`src/verilog/sem_pkg.sv`:
```
// Constants for the host-port error mask and device configuration register bank
// Notes on behaviour
// - Set mask bit hides matching error bit from the summary
// - Mask resets to zero; reserved bits read zero
// - Config region 0x0800-0x08FF; unassigned reads zero
// - Mode register resets to 0xC8000468
// - Listed mode bits survive sleep entry
// - Listed flag and enable bits survive sleep
// - Wake edge field: off, rise, fall, both
// - Summary bit set by any unmasked error
// - Error bits sticky, write one clears
package sem_pkg;
   // ==========================================================
   // Register map
   localparam int ADDR_W = 16;
   localparam int DATA_W = 32;
   localparam logic [15:0] OFS_ERR_STATUS = 16'h000C;
   localparam logic [15:0] OFS_ERR_MASK = 16'h0010;
   localparam logic [15:0] OFS_MODE = 16'h0800;
   localparam logic [15:0] OFS_PRESCALE = 16'h0804;
   localparam logic [15:0] OFS_SCRATCH = 16'h0808;
   localparam logic [15:0] OFS_ECC0 = 16'h080C;
   localparam logic [15:0] OFS_ECC1 = 16'h0810;
   localparam logic [15:0] OFS_DEV_FLAGS = 16'h0820;
   localparam logic [15:0] OFS_CTRL_FLAGS = 16'h0824;
   localparam logic [15:0] OFS_INT_EN = 16'h0830;
   localparam logic [15:0] CFG_BASE = 16'h0800;
   localparam logic [15:0] CFG_LAST = 16'h08FF;
   // ==========================================================
   // Error status and mask fields
   localparam logic [31:0] ERR_BITS = 32'h3F3F0000;
   localparam logic [31:0] SPI_ERR_BITS = 32'h003F0000;
   localparam logic [31:0] INT_ERR_BITS = 32'h3F000000;
   localparam int SUM_SPI_BIT = 1;
   localparam int SUM_INT_BIT = 2;
   // ==========================================================
   // Reset values and write masks
   localparam logic [31:0] RST_ZERO = 32'h00000000;
   localparam logic [31:0] RST_MODE = 32'hC8000468;
   localparam logic [31:0] RST_PRESCALE = 32'h00000002;
   localparam logic [31:0] RST_INT_EN = 32'h0FFFFFFF;
   localparam logic [31:0] MODE_WR_MASK = 32'hF8EFEFCF;
   // ==========================================================
   // Sleep retention
   localparam logic [31:0] RET_MODE = 32'hC0E8EF03;
   localparam logic [31:0] RET_FLAGS = 32'h002C0000;
   localparam logic [31:0] RET_INT_EN = 32'h0000C000;
   // ==========================================================
   // Wake edge field
   localparam int WAKE_LSB = 30;
   localparam logic [1:0] WAKE_OFF = 2'h0;
   localparam logic [1:0] WAKE_RISE = 2'h1;
   localparam logic [1:0] WAKE_FALL = 2'h2;
   localparam logic [1:0] WAKE_BOTH = 2'h3;
endpackage : sem_pkg

```
`src/verilog/sem_reg_bank.sv`:
```
// Error mask, error status and device configuration register bank
module sem_reg_bank (
   input wire logic mclk,
   input wire logic arst_n,
   input wire logic reg_wr,
   input wire logic reg_rd,
   input wire logic [15:0] reg_addr,
   input wire logic [31:0] reg_wdata,
   output logic [31:0] reg_rdata,
   output logic reg_rvalid,
   input wire logic [31:0] err_event,
   input wire logic sleep_active,
   input wire logic [31:0] dev_flags_in,
   input wire logic [31:0] ctrl_flags_in,
   input wire logic wake_pin,
   output logic [31:0] err_status,
   output logic [31:0] mode_setup,
   output logic [31:0] timestamp_prescale,
   output logic [31:0] interrupt_enables,
   output logic spi_error_irq,
   output logic internal_error_irq,
   output logic wake_event
);
   logic [31:0] err_mask;
   logic [31:0] scratch_test_word;
   logic [31:0] ecc_test0;
   logic [31:0] ecc_test1;
   logic [31:0] device_interrupt_flags;
   logic [31:0] controller_interrupt_flags;
   logic sleep_q;
   logic sleep_entry;
   logic [31:0] next_err_status;
   logic [31:0] next_err_mask;
   logic [31:0] next_mode_setup;
   logic [31:0] next_prescale;
   logic [31:0] next_scratch;
   logic [31:0] next_ecc0;
   logic [31:0] next_ecc1;
   logic [31:0] next_dev_flags;
   logic [31:0] next_ctrl_flags;
   logic [31:0] next_int_en;
   logic next_spi_irq;
   logic next_int_irq;
   logic [31:0] next_rdata;
   logic [31:0] status_view;
   logic [31:0] w1c_vec;

   // ==========================================================
   // Error status and mask
   always_comb begin
      w1c_vec = (reg_wr && reg_addr == sem_pkg::OFS_ERR_STATUS) ? reg_wdata : sem_pkg::RST_ZERO;
      // sticky, write one clears, set wins
      next_err_status = ((err_status & ~w1c_vec) | err_event) & sem_pkg::ERR_BITS;
      next_err_mask = err_mask;
      if (reg_wr && reg_addr == sem_pkg::OFS_ERR_MASK) begin
         next_err_mask = reg_wdata & sem_pkg::ERR_BITS;
      end
      next_spi_irq = |(next_err_status & ~next_err_mask & sem_pkg::SPI_ERR_BITS);
      next_int_irq = |(next_err_status & ~next_err_mask & sem_pkg::INT_ERR_BITS);
   end

   always_ff @(posedge mclk or negedge arst_n) begin
      if (!arst_n) begin
         err_status <= sem_pkg::RST_ZERO;
         err_mask <= sem_pkg::RST_ZERO;
         spi_error_irq <= 1'b0;
         internal_error_irq <= 1'b0;
      end else begin
         err_status <= next_err_status;
         err_mask <= next_err_mask;
         spi_error_irq <= next_spi_irq;
         internal_error_irq <= next_int_irq;
      end
   end

   // ==========================================================
   // Configuration region
   // Sleep entry wins over a write in the same cycle, so that the
   // lost bits really come back at their reset values.
   assign sleep_entry = sleep_active & ~sleep_q;

   always_comb begin
      next_mode_setup = mode_setup;
      next_prescale = timestamp_prescale;
      next_scratch = scratch_test_word;
      next_ecc0 = ecc_test0;
      next_ecc1 = ecc_test1;
      next_int_en = interrupt_enables;
      next_ctrl_flags = ctrl_flags_in;
      next_dev_flags = dev_flags_in;
      if (reg_wr) begin
         case (reg_addr)
            sem_pkg::OFS_MODE: begin
               next_mode_setup = (mode_setup & ~sem_pkg::MODE_WR_MASK)
                  | (reg_wdata & sem_pkg::MODE_WR_MASK);
            end
            sem_pkg::OFS_PRESCALE: next_prescale = reg_wdata;
            sem_pkg::OFS_SCRATCH: next_scratch = reg_wdata;
            sem_pkg::OFS_ECC0: next_ecc0 = reg_wdata;
            sem_pkg::OFS_ECC1: next_ecc1 = reg_wdata;
            sem_pkg::OFS_INT_EN: next_int_en = reg_wdata;
            default: next_int_en = interrupt_enables;
         endcase
      end
      if (sleep_active) begin
         // Flags freeze to their kept bits while asleep
         next_dev_flags = device_interrupt_flags & sem_pkg::RET_FLAGS;
      end
      if (sleep_entry) begin
         next_mode_setup = (mode_setup & sem_pkg::RET_MODE)
            | (sem_pkg::RST_MODE & ~sem_pkg::RET_MODE);
         next_int_en = (interrupt_enables & sem_pkg::RET_INT_EN)
            | (sem_pkg::RST_INT_EN & ~sem_pkg::RET_INT_EN);
         next_dev_flags = device_interrupt_flags & sem_pkg::RET_FLAGS;
      end
   end

   always_ff @(posedge mclk or negedge arst_n) begin
      if (!arst_n) begin
         mode_setup <= sem_pkg::RST_MODE;
         timestamp_prescale <= sem_pkg::RST_PRESCALE;
         scratch_test_word <= sem_pkg::RST_ZERO;
         ecc_test0 <= sem_pkg::RST_ZERO;
         ecc_test1 <= sem_pkg::RST_ZERO;
         interrupt_enables <= sem_pkg::RST_INT_EN;
         device_interrupt_flags <= sem_pkg::RST_ZERO;
         controller_interrupt_flags <= sem_pkg::RST_ZERO;
         sleep_q <= 1'b0;
      end else begin
         mode_setup <= next_mode_setup;
         timestamp_prescale <= next_prescale;
         scratch_test_word <= next_scratch;
         ecc_test0 <= next_ecc0;
         ecc_test1 <= next_ecc1;
         interrupt_enables <= next_int_en;
         device_interrupt_flags <= next_dev_flags;
         // Flag copies trail their inputs by one cycle
         controller_interrupt_flags <= next_ctrl_flags;
         sleep_q <= sleep_active;
      end
   end

   // ==========================================================
   // Read path
   always_comb begin
      // masked bits stay visible here
      // Summary bits ride in the low byte of the status word
      status_view = err_status;
      status_view[sem_pkg::SUM_SPI_BIT] = spi_error_irq;
      status_view[sem_pkg::SUM_INT_BIT] = internal_error_irq;
      case (reg_addr)
         sem_pkg::OFS_ERR_STATUS: next_rdata = status_view;
         sem_pkg::OFS_ERR_MASK: next_rdata = err_mask;
         sem_pkg::OFS_MODE: next_rdata = mode_setup;
         sem_pkg::OFS_PRESCALE: next_rdata = timestamp_prescale;
         sem_pkg::OFS_SCRATCH: next_rdata = scratch_test_word;
         sem_pkg::OFS_ECC0: next_rdata = ecc_test0;
         sem_pkg::OFS_ECC1: next_rdata = ecc_test1;
         sem_pkg::OFS_DEV_FLAGS: next_rdata = device_interrupt_flags;
         sem_pkg::OFS_CTRL_FLAGS: next_rdata = controller_interrupt_flags;
         sem_pkg::OFS_INT_EN: next_rdata = interrupt_enables;
         default: next_rdata = sem_pkg::RST_ZERO;
      endcase
      if (!reg_rd) begin
         next_rdata = reg_rdata;
      end
   end

   always_ff @(posedge mclk or negedge arst_n) begin
      if (!arst_n) begin
         reg_rdata <= sem_pkg::RST_ZERO;
         reg_rvalid <= 1'b0;
      end else begin
         reg_rdata <= next_rdata;
         reg_rvalid <= reg_rd;
      end
   end

   // ==========================================================
   // Wake pin
   // Pin is asynchronous; the detector synchronises it first
   sem_wake_detect u_wake (
      .mclk(mclk),
      .arst_n(arst_n),
      .wake_pin(wake_pin),
      .wake_cfg(mode_setup[sem_pkg::WAKE_LSB +: 2]),
      .wake_event(wake_event)
   );
endmodule : sem_reg_bank

```
`src/verilog/sem_wake_detect.sv`:
```
// Wake pin synchroniser and edge decoder
module sem_wake_detect (
   input wire logic mclk,
   input wire logic arst_n,
   input wire logic wake_pin,
   input wire logic [1:0] wake_cfg,
   output logic wake_event
);
   logic sync1;
   logic sync2;
   logic sync3;
   logic next_wake_event;
   logic rise;
   logic fall;

   // ==========================================================
   // Synchroniser; only sync2 onward is looked at
   always_ff @(posedge mclk or negedge arst_n) begin
      if (!arst_n) begin
         sync1 <= 1'b0;
         sync2 <= 1'b0;
         sync3 <= 1'b0;
      end else begin
         sync1 <= wake_pin;
         sync2 <= sync1;
         sync3 <= sync2;
      end
   end

   // ==========================================================
   // Edge decode
   always_comb begin
      rise = sync2 & ~sync3;
      fall = ~sync2 & sync3;
      case (wake_cfg)
         sem_pkg::WAKE_OFF: next_wake_event = 1'b0;
         sem_pkg::WAKE_RISE: next_wake_event = rise;
         sem_pkg::WAKE_FALL: next_wake_event = fall;
         sem_pkg::WAKE_BOTH: next_wake_event = rise | fall;
         default: next_wake_event = 1'b0;
      endcase
   end

   always_ff @(posedge mclk or negedge arst_n) begin
      if (!arst_n) begin
         wake_event <= 1'b0;
      end else begin
         wake_event <= next_wake_event;
      end
   end
endmodule : sem_wake_detect

```
`config.mk`:
```
export PLATFORM = sky130hd
export DESIGN_NAME = sem_reg_bank
export DESIGN_NICKNAME = d
export VERILOG_FILES = /design/src/verilog/sem_pkg.sv /design/src/verilog/sem_reg_bank.sv /design/src/verilog/sem_wake_detect.sv
export SDC_FILE = /design/constraint.sdc
export NUM_CORES = 1
export LEC_CHECK = 0
export BUFFER_PORTS_ARGS = -buffer_cell sky130_fd_sc_hd__buf_2
export CAP_MARGIN = 5
export CORE_MARGIN = 3
export CORE_UTILIZATION = 55
export CTS_CLUSTER_SIZE = 24
export DETAILED_ROUTE_END_ITERATION = 8
export HOLD_SLACK_MARGIN = 0.02
export PLACE_DENSITY_LB_ADDON = 0.3
export SLEW_MARGIN = 40
export SYNTH_ARGS = -nofsm -noshare
export SYNTH_HDL_FRONTEND = slang
export SYNTH_SLANG_ARGS = --single-unit
export TNS_END_PERCENT = 20
```
`constraint.sdc`:
```
create_clock -name mclk -period 3.4 [get_ports mclk]
set_input_delay 0.68 -clock mclk [delete_from_list [all_inputs] [get_ports mclk]]
set_output_delay 0.68 -clock mclk [all_outputs]
set_load 0.02 [all_outputs]
```
==> run summary <==
Status
• **status** finished, final reports clean

Cells and area
• **growth of design area from synthesis to finish** 21.51%
• **final-stage net count** 1538
• **ratio of cells with drive above 1 in the final layout** 42.31%
• **total non-filler cell area in the finished layout** 16690 um^2
• **final core occ** 68.22%

Power and ir drop
• **portion of total power attributed to sequential cells** 49.6%
• **Leakage Power** 0.008091 uW
• **power dissipated by switching net loads** 1736 uW
• **switching portion of total power** 22.63%
• **worst IR drop on VDD** 0.0004174 V
• **internal power contribution** 5933 uW
• **ratio of total power to cell area** 459.5 nW/um^2
• **Clock power frac** 45.6%
• **portion of total power attributed to combinational logic** 4.8%

Synth
• **syn_area_per_cell** 12.52 um^2
• **part of the Yosys area used for sequential elements** 57.54%
• **cell types with the highest counts after synthesis** dfrtp_1, mux2_2, nand2_1
• **number of synthesized flops with an enable pin** 0
• **Yosys top cell area share** 50.65%
• **Synth async-reset ratio** 100.0%
• **netlist area before placement** 13730 um^2
• **Post-Syn Instances** 1097
• **Synth area leader** dfrtp_1
• **most used standard cell by instance count after synthesis** dfrtp_1
• **most instantiated flip-flop cell in the synthesis netlist** dfrtp_1
• **cells taking the most area after synthesis** dfrtp_1, mux2_2, dfstp_2
• **number of warnings reported in the yosys synthesis log** 0
• **number of flip-flops and latches in the synthesized netlist** 314
• **number of distinct library cells after synthesis** 55

Global route
• **initial antenna violation count** 7
• **residual overflow from global routing** 0
• **number of global-route vias before repair** 10923
• **first-pass GRT wire length** 64760 um
• **overall track demand over capacity in global routing** 31.79%
• **maximum number of pins on one net before global-route repair** 77

Clock tree
• **clock tree from TritonCTS** done
• **total of cells resized after clock tree synthesis** 0
• **CTS Hold Buffers Added** 0
• **Setup Buffers After CTS** 0
• **CTS H-tree lvls** 1
• **register clock-pin slew on the reported worst setup and hold paths** 0.06 ns
• **insertion delay of the later-clocked pin in the worst-skew pair** 0.58 ns
• **clock buffer depth** 3
• **number of buffers created by CTS** 31
• **number of clock sinks** 314
• **root buffer cell** clkbuf_16

Timing
• **Clock Skews** 0.01507 ns
• **Final Hold Slack** 0.08626 ns
• **f_max** 394.8 MHz
• **number of max-slew violations in the final report** 0
• **final-report setup violation count** 0
• **min Tclk post-route** 2.533 ns
• **Slew HR** 43.78%
• **final-report hold violation count** 0
• **setup repair after global routing missed its margin** no
• **final worst-path setup slack** 0.8672 ns
• **fin crit share** 74.49%
• **Worst Max-Slew Pin Slew** 0.8433 ns
• **setup TNS** 0 ns

Drt
• **total routed wirelength** 43440 um
• **via/cell ratio** 6.282
• **Detailed Route Iter0 Violations** 1265
• **via count of the routed design** 10950
• **Avg WL per Cell** 24.92 um
• **drc violations** 0
• **First-pass DRT Iterations** 7
• **remaining antenna violation count** 0

Place
• **post-detail-place hpwl** 29410 um
• **IO buf count** 267
• **total placed instance area** 15620 um^2
• **gp weighted congestion** 0.9027
• **worst slack at placement** 0.3297 ns

Floorplan
• **Chip Height** 164.0 um
• **initial standard-cell utilization of the core** 56.15%
• **Ports** 314
• **die extent in x** 164.0 um
• **CORE AREA** 24460 um^2
• **number of rows created at floorplan** 57
• **Die Area** 26900 um^2

Setup path
• **Worst EP arrival** 2.99 ns
• **class of the most critical setup path** in2reg
• **required time reported for the critical path endpoint** 3.85 ns
• **kind of end point of the critical path** register
• **crit path launch type** input port
• **critical path fanouts, max** 12
• **register-to-register setup slack** 1.81 ns

Hold path
• **HP Class** in2async

Flow run
• **max capacitance violation total** 0

metal layers:
layer  wire, um  global-route usage [%]  share of wire (%)  up-vias
met5          0                       0                  0        -
met4       1696                   12.15                3.9        0
met3       4214                   5.322                9.7      131
met2      20540                   50.81                 47      679
met1      16990                   43.97                 39     5490
li1           -                       -                  -     4650
state kept, by name, summed over array words and instances, names as in the netlist, 12 cells and up:
name / cells
scratch_test_word: 32
interrupt_enables: 32
mode_setup: 26
controller_interrupt_flags: 32
err_status: 12
reg_rdata: 32
ecc_test0: 32
err_mask: 12
timestamp_prescale: 32
device_interrupt_flags: 32
ecc_test1: 32
final timing paths:
kind / start / end / cells after the start
hold / removal: arst_n / device_interrupt_flags[5]$_DFF_PN0_ / 1
min in group mclk: ctrl_flags_in[11] / controller_interrupt_flags[11]$_DFF_PN0_ / 1
setup / recovery: reg_addr[13] / err_status[21]$_DFF_PN0_ / 8
max in group asynchronous: arst_n / interrupt_enables[18]$_DFFE_PN1P_ / 2
setup reg to reg: err_status[18]$_DFF_PN0_ / spi_error_irq$_DFF_PN0_ / 5
hold reg to reg: u_wake.sync1$_DFF_PN0_ / u_wake.sync2$_DFF_PN0_ / 0
cells in the final DEF (no fill, tap or decap), drive strengths merged, types with 3 or more instances in the layout:
| cell | count |
|---|---|
| a21oi | 19 |
| or4 | 5 |
| nor2 | 16 |
| o22ai | 20 |
| mux2 | 144 |
| o211ai | 10 |
| or4b | 4 |
| clkbuf | 43 |
| inv | 25 |
| a21o | 12 |
| diode | 8 |
| dfrtp | 278 |
| clkinv | 10 |
| a22o | 25 |
| nand4 | 4 |
| a222oi | 29 |
| o21ai | 6 |
| o22a | 29 |
| and3 | 20 |
| conb | 26 |
| nor3 | 14 |
| buf | 332 |
| a22oi | 65 |
| o221a | 11 |
| and2 | 3 |
| nor2b | 44 |
| nand3 | 14 |
| o2bb2ai | 11 |
| or3 | 3 |
| nand2b | 4 |
| a221oi | 15 |
| nor4 | 15 |
| nand2 | 98 |
| dfstp | 36 |
| bufinv | 3 |
power by group through the flow:
stage | sequential [uW] | combinational, uW | clock (uW)
2_1_floorplan | 3860 | 144 | 0
3_3_place_gp | 3870 | 360 | 0
3_5_place_dp | 3870 | 364 | 0
4_1_cts | 3800 | 367 | 3540
5_1_grt | 3800 | 401 | 3710
6_report | 3800 | 367 | 3500
layout make-up:
class                   count  area, um^2
diodes                      8       20.02
clock buffers              43       880.8
clock inverters            15       171.4
fillers                  1879        7774
inverters                  24       90.09
multi-input cells         683        5334
flip-flops and latches    314        7903
well taps                 324       405.4
repair buffers            332        1884
stage by stage:
| step | power, uW | std cells |
|---|---|---|
| global route | 7911 | 1742 |
| global placement | 4226 | 1677 |
| CTS | 7710 | 1735 |
| floorplan | 4007 | 1122 |
| finish | 7669 | 1743 |
| detailed placement | 4232 | 1677 |
critical path, cell delays in order:
cell,delay (ns)
buf_2,0.10
or4_4,0.69
nor4_4,0.56
buf_4,0.29
and2_1,0.19
buf_4,0.20
nand2_1,0.08
a21o_1,0.18
cell families (layout without fill, tap and decap cells):
group | Yosys count | in the layout | synth area share, %
adders and majority gates | 2 | 2 | 0.1822
DFF | 314 | 314 | 57.54
and+or+nand+nor | 250 | 250 | 10.27
muxes | 146 | 146 | 11.95
other | 1 | 34 | 0.02730
AOI/OAI and AO/OA | 259 | 259 | 15.21
buffers and inverters | 125 | 414 | 4.819
No activity file was read; power rests on OpenSTA's default activity.
